`src/rtl/dcl_defines.vh`:
```
// Purpose: constants for the DMA device context lookup block
// Assumes: 64-bit memory read port, 128-bit root and regular context entry, 256-bit extended context entry
// Notes: entry bit positions are a simplified packing held in one place
// What this block does
// - Extended support plus root type select means base points to extended root table.
// - Extended root table is 4KB, 256 entries, one per bus.
// - Extended root entry splits into lower and upper 64-bit halves.
// - Device numbers 0-15 follow the lower table pointer.
// - Device numbers 16-31 follow the upper table pointer.
// - Lower half not present gives a translation fault.
// - Upper half not present gives a translation fault.
// - Lower and upper context tables hold 128 extended entries each.
// - Regular context table holds 256 entries, one per function.
// - Context entry is chosen by low 8 bits of source id.
// - Context entry not present blocks request with translation fault.
// - Regular context entries serve only requests without process identifier.
// - Translation type decides admitted requests and translation kind.
// - Domain address width comes from the context entry.
// - Second-level pointer comes from the context entry.
// - Domain identifier is output to tag cached translations.
// - Fault processing disable suppresses fault reporting.
// - Extended entries accept requests with and without process identifier.
// - Process requests get first level, others second unless pass-through; nesting gives both.
// - Per-process table pointer located through extended entry, 8-byte entries.
// - Page requests forwarded only when page request enable is set.
// - Root entry is chosen by bus number in upper 8 source id bits.
// - Regular root table is 4KB with 256 entries.
// - Regular root entry not present gives a translation fault.
`ifndef DCL_DEFINES_VH
`define DCL_DEFINES_VH
`define DCL_ROOT_ENTRY_SHIFT   4
`define DCL_CTX_ENTRY_SHIFT    4
`define DCL_XCTX_ENTRY_SHIFT   5
`define DCL_PASID_ENTRY_SHIFT  3
`define DCL_PRESENT_BIT        0
`define DCL_FPD_BIT            1
`define DCL_TT_LSB             2
`define DCL_TT_MSB             4
`define DCL_PRE_BIT            11
`define DCL_PTR_LSB            12
`define DCL_PTR_MSB            63
`define DCL_AW_LSB             0
`define DCL_AW_MSB             2
`define DCL_DID_LSB            8
`define DCL_DID_MSB            23
`define DCL_TT_UNTRANS         3'h0
`define DCL_TT_SL_ONLY         3'h1
`define DCL_TT_PASSTHRU        3'h2
`define DCL_TT_FL_ONLY         3'h4
`define DCL_TT_NESTED          3'h5
`define DCL_FLT_NONE           3'h0
`define DCL_FLT_ROOT           3'h1
`define DCL_FLT_CTX            3'h2
`define DCL_FLT_TYPE           3'h3
`define DCL_FLT_BUS            3'h4
`endif

```
`src/rtl/dcl_lookup.v`:
```
// Purpose: walks root or extended root table then context table for one DMA request
// Assumes: memory answers one 64-bit word per mem_rd_valid, in request order
// Notes: one lookup at a time; req_ready is low while a walk is in progress
`timescale 1ns/1ps
`include "dcl_defines.vh"
module dcl_lookup (
  input  wire        ref_clk,
  input  wire        reset,
  input  wire        extended_context_supported,
  input  wire        root_table_type_select,
  input  wire [51:0] root_table_base_register,
  input  wire        req_valid,
  input  wire [15:0] req_source_id,
  input  wire        req_has_pasid,
  input  wire        req_is_page_request,
  output reg         req_ready,
  output reg         mem_rd_req,
  output reg  [63:0] mem_rd_addr,
  input  wire        mem_rd_valid,
  input  wire [63:0] mem_rd_data,
  output reg         rsp_valid,
  output reg         rsp_fault,
  output reg  [2:0]  rsp_fault_code,
  output reg         rsp_fault_report,
  output reg  [2:0]  rsp_trans_type,
  output reg  [2:0]  rsp_addr_width,
  output reg  [51:0] rsp_sl_pointer,
  output reg  [15:0] rsp_domain_id,
  output reg         rsp_fault_disable,
  output reg         rsp_first_level,
  output reg         rsp_second_level,
  output reg  [63:0] rsp_pasid_entry_addr,
  output reg         rsp_page_request_pass
);
  // One-hot walk states
  localparam ST_IDLE = 6'h01;
  localparam ST_ROOT = 6'h02;
  localparam ST_CTX0 = 6'h04;
  localparam ST_CTX1 = 6'h08;
  localparam ST_CTX2 = 6'h10;
  localparam ST_DONE = 6'h20;

  reg [5:0]  state;
  reg [15:0] sid;
  reg        has_pasid;
  reg        page_req;
  reg        ext_mode;
  reg [1:0]  word_cnt;
  reg [63:0] ctx_w0;
  reg [63:0] ctx_w1;

  wire [7:0]  devfn     = sid[7:0];
  wire        upper_dev = req_source_id[7]; // Incoming device 16-31 uses the upper half
  wire [63:0] root_addr;
  wire [63:0] ctx_addr;
  wire [63:0] xctx_addr;
  wire [63:0] pasid_addr;
  reg  [51:0] ctx_base;
  wire [7:0]  xctx_index = {1'b0, devfn[6:0]};

  // Root or extended root entry: 16 bytes each, 256 entries in 4KB
  dcl_fetch_addr #(.SHIFT(`DCL_ROOT_ENTRY_SHIFT)) u_root_addr (
    .base_page (root_table_base_register),
    .index     (req_source_id[15:8]),
    .addr      (root_addr)
  );
  // Regular context entry: 256 entries by full devfn
  dcl_fetch_addr #(.SHIFT(`DCL_CTX_ENTRY_SHIFT)) u_ctx_addr (
    .base_page (ctx_base),
    .index     (devfn),
    .addr      (ctx_addr)
  );
  // Extended context entry: 128 entries of 32 bytes by low 7 bits
  dcl_fetch_addr #(.SHIFT(`DCL_XCTX_ENTRY_SHIFT)) u_xctx_addr (
    .base_page (ctx_base),
    .index     (xctx_index),
    .addr      (xctx_addr)
  );
  // Per-process table base, 8-byte entries indexed outside this block
  dcl_fetch_addr #(.SHIFT(`DCL_PASID_ENTRY_SHIFT)) u_pasid_addr (
    .base_page (ctx_w1[`DCL_PTR_MSB:`DCL_PTR_LSB]),
    .index     (8'h00),
    .addr      (pasid_addr)
  );

  // Translation type check and level selection
  reg [2:0] tt;
  reg       type_ok;
  reg       fl;
  reg       sl;
  always @* begin
    tt      = ctx_w0[`DCL_TT_MSB:`DCL_TT_LSB];
    type_ok = 1'b0;
    fl      = 1'b0;
    sl      = 1'b0;
    if (!ext_mode) begin
      type_ok = !has_pasid && (tt == `DCL_TT_UNTRANS || tt == `DCL_TT_SL_ONLY
                || tt == `DCL_TT_PASSTHRU);
      sl      = (tt != `DCL_TT_PASSTHRU);
    end else if (has_pasid) begin
      type_ok = (tt == `DCL_TT_FL_ONLY || tt == `DCL_TT_NESTED);
      fl      = 1'b1;
      sl      = (tt == `DCL_TT_NESTED);
    end else begin
      type_ok = (tt != `DCL_TT_FL_ONLY);
      sl      = (tt != `DCL_TT_PASSTHRU);
    end
  end

  // Present bit and pointer of the fetched root half or regular root entry
  wire        half_present = mem_rd_data[`DCL_PRESENT_BIT];
  wire [51:0] half_ptr     = mem_rd_data[`DCL_PTR_MSB:`DCL_PTR_LSB];

  // Walk state machine
  always @(posedge ref_clk or posedge reset) begin
    if (reset) begin
      state                 <= ST_IDLE;
      sid                   <= 16'h0000;
      has_pasid             <= 1'b0;
      page_req              <= 1'b0;
      ext_mode              <= 1'b0;
      word_cnt              <= 2'h0;
      ctx_w0                <= 64'h0000000000000000;
      ctx_w1                <= 64'h0000000000000000;
      ctx_base              <= 52'h0000000000000;
      req_ready             <= 1'b0;
      mem_rd_req            <= 1'b0;
      mem_rd_addr           <= 64'h0000000000000000;
      rsp_valid             <= 1'b0;
      rsp_fault             <= 1'b0;
      rsp_fault_code        <= `DCL_FLT_NONE;
      rsp_fault_report      <= 1'b0;
      rsp_trans_type        <= 3'h0;
      rsp_addr_width        <= 3'h0;
      rsp_sl_pointer        <= 52'h0000000000000;
      rsp_domain_id         <= 16'h0000;
      rsp_fault_disable     <= 1'b0;
      rsp_first_level       <= 1'b0;
      rsp_second_level      <= 1'b0;
      rsp_pasid_entry_addr  <= 64'h0000000000000000;
      rsp_page_request_pass <= 1'b0;
    end else begin
      mem_rd_req <= 1'b0;
      rsp_valid  <= 1'b0;
      case (state)
        ST_IDLE: begin
          req_ready <= 1'b1;
          if (req_valid && req_ready) begin
            req_ready   <= 1'b0;
            sid         <= req_source_id;
            has_pasid   <= req_has_pasid;
            page_req    <= req_is_page_request;
            ext_mode    <= extended_context_supported && root_table_type_select;
            state       <= ST_ROOT;
            mem_rd_req  <= 1'b1;
            word_cnt    <= 2'h0;
            // Upper half of an extended root entry sits 8 bytes higher
            mem_rd_addr <= root_addr
                           + ((extended_context_supported && root_table_type_select
                              && upper_dev) ? 64'h0000000000000008
                                            : 64'h0000000000000000);
          end
        end
        ST_ROOT: begin
          if (mem_rd_valid) begin
            if (!half_present) begin
              // Lower, upper or regular root half absent
              rsp_valid        <= 1'b1;
              rsp_fault        <= 1'b1;
              rsp_fault_code   <= `DCL_FLT_ROOT;
              rsp_fault_report <= 1'b1;
              state            <= ST_DONE;
            end else begin
              ctx_base <= half_ptr;
              state    <= ST_CTX0;
            end
          end
        end
        ST_CTX0: begin
          mem_rd_req  <= 1'b1;
          mem_rd_addr <= ext_mode ? xctx_addr : ctx_addr;
          state       <= ST_CTX1;
        end
        ST_CTX1: begin
          if (mem_rd_valid) begin
            ctx_w0   <= mem_rd_data;
            word_cnt <= 2'h1;
            mem_rd_req  <= 1'b1;
            mem_rd_addr <= mem_rd_addr + 64'h0000000000000008;
            state    <= ST_CTX2;
          end
        end
        ST_CTX2: begin
          if (mem_rd_valid) begin
            ctx_w1 <= mem_rd_data;
            state  <= ST_DONE;
            rsp_valid <= 1'b1;
            // Fault and result decided below once both words are held
          end
        end
        ST_DONE: begin
          // Response published one cycle after the last word
          if (!rsp_fault && word_cnt == 2'h1) begin
            word_cnt              <= 2'h0;
            rsp_valid             <= 1'b1;
            rsp_fault             <= !ctx_w0[`DCL_PRESENT_BIT] || !type_ok;
            rsp_fault_code        <= !ctx_w0[`DCL_PRESENT_BIT] ? `DCL_FLT_CTX
                                     : (!type_ok ? `DCL_FLT_TYPE : `DCL_FLT_NONE);
            rsp_fault_disable     <= ctx_w0[`DCL_FPD_BIT];
            rsp_fault_report      <= (!ctx_w0[`DCL_PRESENT_BIT] || !type_ok)
                                     && !ctx_w0[`DCL_FPD_BIT];
            rsp_trans_type        <= tt;
            rsp_addr_width        <= ctx_w1[`DCL_AW_MSB:`DCL_AW_LSB];
            rsp_sl_pointer        <= ctx_w0[`DCL_PTR_MSB:`DCL_PTR_LSB];
            rsp_domain_id         <= ctx_w1[`DCL_DID_MSB:`DCL_DID_LSB];
            rsp_first_level       <= fl;
            rsp_second_level      <= sl;
            rsp_pasid_entry_addr  <= ext_mode ? pasid_addr : 64'h0000000000000000;
            rsp_page_request_pass <= ext_mode && page_req
                                     && ctx_w0[`DCL_PRE_BIT];
          end else begin
            rsp_valid <= 1'b0;
            rsp_fault <= 1'b0;
            state     <= ST_IDLE;
          end
        end
        default: state <= ST_IDLE;
      endcase
    end
  end
endmodule

```
`src/rtl/dcl_fetch_addr.v`:
```
// Purpose: forms a table entry fetch address from a base and an index
// Assumes: base is 4KB aligned so adding the scaled index never carries past bit 11
// Notes: one instance per table level
`timescale 1ns/1ps
`include "dcl_defines.vh"
module dcl_fetch_addr #(
  parameter SHIFT = 4
) (
  input  wire [51:0] base_page,
  input  wire [7:0]  index,
  output wire [63:0] addr
);
  wire [11:0] offset;
  // Index times entry size within the 4KB page
  assign offset = {4'h0, index} << SHIFT;
  assign addr   = {base_page, offset};
endmodule

```
`config.mk`:
```
export PLATFORM = sky130hd
export DESIGN_NAME = dcl_lookup
export DESIGN_NICKNAME = d
export VERILOG_FILES = /design/src/rtl/dcl_lookup.v /design/src/rtl/dcl_fetch_addr.v
export VERILOG_INCLUDE_DIRS = /design/src /design/src/rtl
export SDC_FILE = /design/constraint.sdc
export NUM_CORES = 1
export LEC_CHECK = 0
export BUFFER_PORTS_ARGS = -buffer_cell sky130_fd_sc_hd__clkbuf_2
export CAP_MARGIN = 20
export CORE_ASPECT_RATIO = 1.1
export CORE_MARGIN = 5
export CORE_UTILIZATION = 45
export DETAILED_ROUTE_END_ITERATION = 12
export PLACE_DENSITY = 0.66
export SETUP_SLACK_MARGIN = 0.1
export SLEW_MARGIN = 20
export SYNTH_ARGS = -nofsm -noshare
export SYNTH_HDL_FRONTEND = slang
export SYNTH_SLANG_ARGS = --single-unit
```
`constraint.sdc`:
```
create_clock -name ref_clk -period 39.7 [get_ports ref_clk]
set_input_delay 7.94 -clock ref_clk [delete_from_list [all_inputs] [get_ports ref_clk]]
set_output_delay 7.94 -clock ref_clk [all_outputs]
set_load 0.01 [all_outputs]
```
# [Word-level counts from Yosys, hierarchy flattened]
# Index checks and enable logic that the tools add are counted.
[classes] n_addsub=2 n_eq_ne=20 mux=43 reduce_logical=31
[op_table] cell="$mux W64" n=3
[op_table] cell="$pmux W64 S3" n=1
[op_table] cell="$add A64 B4 Y64" n=1
[op_table] cell="$add A64 B4 Y64 const B" n=1
[op_table] cell="$mux W6" n=6
[op_table] cell="$pmux W6 S6" n=1
[op_table] cell="$mux W1" n=16
[op_table] cell="$ne A2 B2 Y1 const B" n=7
[op_table] cell="$mux W12" n=1
[op_table] cell="$mux W2" n=5
[op_table] cell="$mux W3" n=3
[op_table] cell="$reduce_and A3 Y1" n=3
[op_table] cell="$logic_and A1 B1 Y1" n=8
[op_table] cell="$reduce_and A2 Y1" n=4
[op_table] cell="$reduce_and A4 Y1" n=2
[op_table] cell="$eq A3 B3 Y1 const B" n=2
[op_table] cell="$eq A6 B1 Y1 const B" n=1
[op_table] cell="$eq A6 B2 Y1 const B" n=1
[op_table] cell="$eq A6 B3 Y1 const B" n=1
[op_table] cell="$eq A6 B4 Y1 const B" n=1
[op_table] cell="$eq A6 B5 Y1 const B" n=1
[op_table] cell="$eq A6 B6 Y1 const B" n=1
[op_table] cell="$pmux W1 S3" n=2
[op_table] cell="$pmux W2 S3" n=1
[op_table] cell="14 further kinds" n=23
[totals] ff_bits=413 output_inout_bits=214 wordCells=121

# [Longest topological paths before layout]
[logic_depth] ltp_word=10 ltp_mapped=11 mapped_depth_nobuf=7

# [Cells and area by module]
# Synthesis repeated with hierarchy kept, for this count alone.
[hier_totals] hier_cells=2195 hier_area_um2=21338.0
[by_module_without_submodules] module="dcl_lookup" n_inst=1 cells_per_inst=1935 area_per_inst_um2=19401.1 seq_area_each_um2=10010.9
[by_module_without_submodules] module="dcl_fetch_addr" n_inst=4 cells_per_inst=65 area_per_inst_um2=484.2 seq_area_each_um2=0.0

# [Worst setup path before layout]
# Ideal clock, no wire load.
[synth_timing] path_kind="input to register" startpoint="input mem_rd_valid" endpoint="register ctx_w1[0]" setup_ps=125 arrival_ps=9305 slack_ps=30270 cell_stages=5 n_path_buf=3 path_cell_list="clkbuf_1 > nand2_1 > buf_1 > clkbuf_1 > mux2_2"
[synth_between] elab_chain_len=1
[synth_lines] element="start: declaration" line_no="dcl_lookup.v:19" rtl="input wire mem_rd_valid,"
[synth_lines] element="$reduce_and A2 Y1 (no source line)"
[synth_lines] element="end signal: assignment" line_no="dcl_lookup.v:195" rtl="ctx_w1 <= mem_rd_data;"
[synth_lines] element="end: declaration" line_no="dcl_lookup.v:50" rtl="reg [63:0] ctx_w1;"
# No other way between the ends.
# A chain may end at the register's enable or synchronous reset.

# [Worst setup path after layout]
[layout_timing] startpoint="input req_valid" endpoint="register mem_rd_addr[62]"
[layout_between] elab_chain_len=3
[layout_lines] element="start: declaration" line_no="dcl_lookup.v:12" rtl="input wire req_valid,"
[layout_lines] element="$logic_and A1 B1 Y1" line_no="dcl_lookup.v:148" rtl="if (req_valid && req_ready) begin"
[layout_lines] element="$ne A2 B2 Y1 (no source line)"
[layout_lines] element="$reduce_and A3 Y1 (no source line)"
[layout_lines] element="end signal: assignment" line_no="dcl_lookup.v:158" rtl="mem_rd_addr <= root_addr"
[layout_lines] element="end signal: assignment" line_no="dcl_lookup.v:181" rtl="mem_rd_addr <= ext_mode ? xctx_addr : ctx_addr;"
[layout_lines] element="end signal: assignment" line_no="dcl_lookup.v:189" rtl="mem_rd_addr <= mem_rd_addr + 64'h0000000000000008;"
[layout_lines] element="end: declaration" line_no="dcl_lookup.v:18" rtl="output reg [63:0] mem_rd_addr,"
# No other way between the ends.

==> metrics <==
post-cts repair resize count 0; initial antenna violation count 7; pins over their slew limit 0; met2 WL post-DR roughly 24000 µm; clk sinks around 390; Post CTS Setup Buffer Count 0; Max Freq between 0.09 and 0.1 GHz; CTS clk-pin slew, worst paths 0.06 ns; GPL Wtd Cong 0.812; CP Data Arrival Time 10.41 ns; TritonRoute pass-1 iters 5; row count 74; gate count after technology mapping about 1.5k; vias per cell ~5.6; first-pass GRT wire length approximately 77000 µm; Mapped Area around 0.017 mm²; CTS root buf clkbuf_16; Yosys cell types between 60 and 70; slew at the pin closest to its max-slew limit between 0.9 and 1 ns; Mapped Avg Cell Area around 11 µm²; Final Critical Period 10.00 ns; Adder-Cell Fraction of Synth Area less than 1%; setup total negative slack 0 ns; H-tree lvl count 2; core outline area ~0.037 mm²; Port Buffers roughly 330; leak pwr 10.0 nW; maxcap violations 0; post-synthesis mux area share ~17%; CTS max path bufs 3; pin count of the biggest net entering global routing 111; Initial Util 45.6%; crit share post-route between 20% and 30%; final hold violations 0; final setup vio count 0; clk_skew 0.0107 ns; Worst VDD drop approximately 0.036 mV; Die Wd ~200 µm; crit start category input pin; CTS tree built; HP Class reg -> reg; Post-Route WL slightly below 50000 µm; Synth async-reset ratio 100%; Die Ht around 210 µm; post-synth top area cell dfrtp_1; Nets roughly 1.9k; full die area 0.0417 mm²; Post-Synth XOR/XNOR Area less than 1%; Yosys reg bits roughly 390; DRC Markers 0; Crit. End Element register; Inserted Clock Buffers slightly above 40; Worst Path Required around 40 ns; GRT Resource Usage Total between 20% and 30%; number of hold buffers added after cts 0; wire length on met3 3240 µm; Synth top area share about 57%; Synth area leaders dfrtp_1 (57%), mux2_2 (17%), nand2_1 (4.0%); met1 WL between 20000 and 25000 µm; RSZ-0062 raised after global routing false; Clock Latency Late Sink approximately 0.54 ns; Post-synth top cells dfrtp_1 (384), mux2_2 (256), nand2_1 (182), o21ai_0 (129), clkbuf_1 (79); number of synthesized flops with an enable pin 0; post-synthesis simple-gate area fraction a little over a tenth; ratio of cells with drive above 1 in the final layout between 30% and 40%; combinational family with the most area after synthesis multiplexers; DR iter-0 viols around 790; critical path start-end classification in -> reg; routed vias about 13k; Wirelength per Cell approximately 21 µm; dominant synthesized flop cell dfrtp_1; vias in the first global route ~13k; max layer used met5; PwrDens about 61 mW/mm²; Top Ports between 300 and 400; most frequent cell after synthesis dfrtp_1; Crit Path Max Fanout between 80 and 90; Seq/Total Area, Yosys between 50% and 60%; outcome finished clean; Syn-to-layout area delta 19.5%; Synth Area in Compound Gates roughly 11%; ANT nets after route 0; GRT overflow 0; Slew Limit Headroom between 30 and 40%; Post-DP HPWL around 34000 µm; Warnings, synthesis 0; Fin Hold WS approximately 0.48 ns
==> final timing paths <==
| path | depth (start not counted) | start | slack [ns] | endpoint |
|---|---|---|---|---|
| worst max-delay path | 7 | req_valid | 29.70 | mem_rd_addr[62] |
| min in group asynchronous | 2 | reset | 7.55 | rsp_domain_id[0] |
| worst max register to register | 6 | state[5] | 36.14 | mem_rd_addr[23] |
| worst min register to register | 2 | rsp_pasid_entry_addr[31] | 0.48 | rsp_pasid_entry_addr[31] |
| worst min-delay path | 2 | rsp_pasid_entry_addr[31] | 0.48 | rsp_pasid_entry_addr[31] |
| max in group asynchronous | 3 | reset | 30.63 | rsp_sl_pointer[31] |
==> registers in the layout (all words and copies together), names as in the netlist, 3 cells and up <==
name / cells
rsp_pasid_entry_addr: 52
sid: 8
ctx_w1: 59
ctx_w0: 58
rsp_addr_width: 3
rsp_sl_pointer: 52
rsp_domain_id: 16
ctx_base: 52
rsp_trans_type: 3
mem_rd_addr: 61
state: 6
==> cell type report <==
type | count | area, µm²
multi-input cells | 971 | 6800
well taps | 494 | 618
repair buffers | 351 | 1800
inverters | 23 | 98.8
clock inverters | 13 | 128
fillers | 3310 | 16900
diodes | 3 | 7.51
flip-flops and latches | 385 | 9640
clock buffers | 63 | 1190
==> layer usage <==
layer,GRT usage [%],vias up
met5,0,-
met4,8.79,8
met3,5.77,96
met2,38.0,417
met1,30.3,6528
li1,-,5911
==> report_power, final <==
part | internal, W | switching [W] | total [W]
combinational | 0.000124 | 0.000155 | 0.000279
sequential | 0.000488 | 0.0000839 | 0.000572
clock | 0.000221 | 0.000157 | 0.000378
total | 0.000832 | 0.000396 | 0.00123
==> metrics by stage <==
step | instance area, µm² | cells | setup slack (ns) | utilization [%] | power [W]
after global placement | 19000 | 2224 | 29.14 | 50.9 | 0.000843
after detailed placement | 19000 | 2224 | 29.12 | 50.9 | 0.000858
after floorplan | 17000 | 1495 | 21.06 | - | 0.000740
final | 20300 | 2303 | 29.70 | 54.5 | 0.00123
after global routing | 20300 | 2303 | 29.57 | 54.5 | 0.00130
after CTS | 20300 | 2300 | 29.68 | 54.5 | 0.00124
==> cell families after synthesis <==
family,count (synthesis)
AO/OA/AOI/OAI,307
multiplexers,259
AND/OR/NAND/NOR,386
other,1
flip-flops,385
buffers and inverters,139
adder cells (fa/ha/maj),1
XOR/XNOR,2
==> cell usage in the layout, fill, tap and decap left out, drive strengths merged, types with 12 or more instances in the layout <==
cell type  count
clkbuf       397
nor2          37
a31oi         12
o21ai        134
a21oi         61
and3          45
nand3         42
nand2        182
inv           23
o31a          14
conb          16
dfrtp        384
buf           17
nor4          14
nand4         16
nor3          16
mux2         256
==> worst max-delay path: stages <==
cell	delay, ns
clkbuf_2	0.08
nand2_1	0.09
or3_1	0.77
o2bb2ai_4	0.19
buf_4	0.67
o21ai_0	0.21
or3b_1	0.38
(Power assumes the default switching activity.)
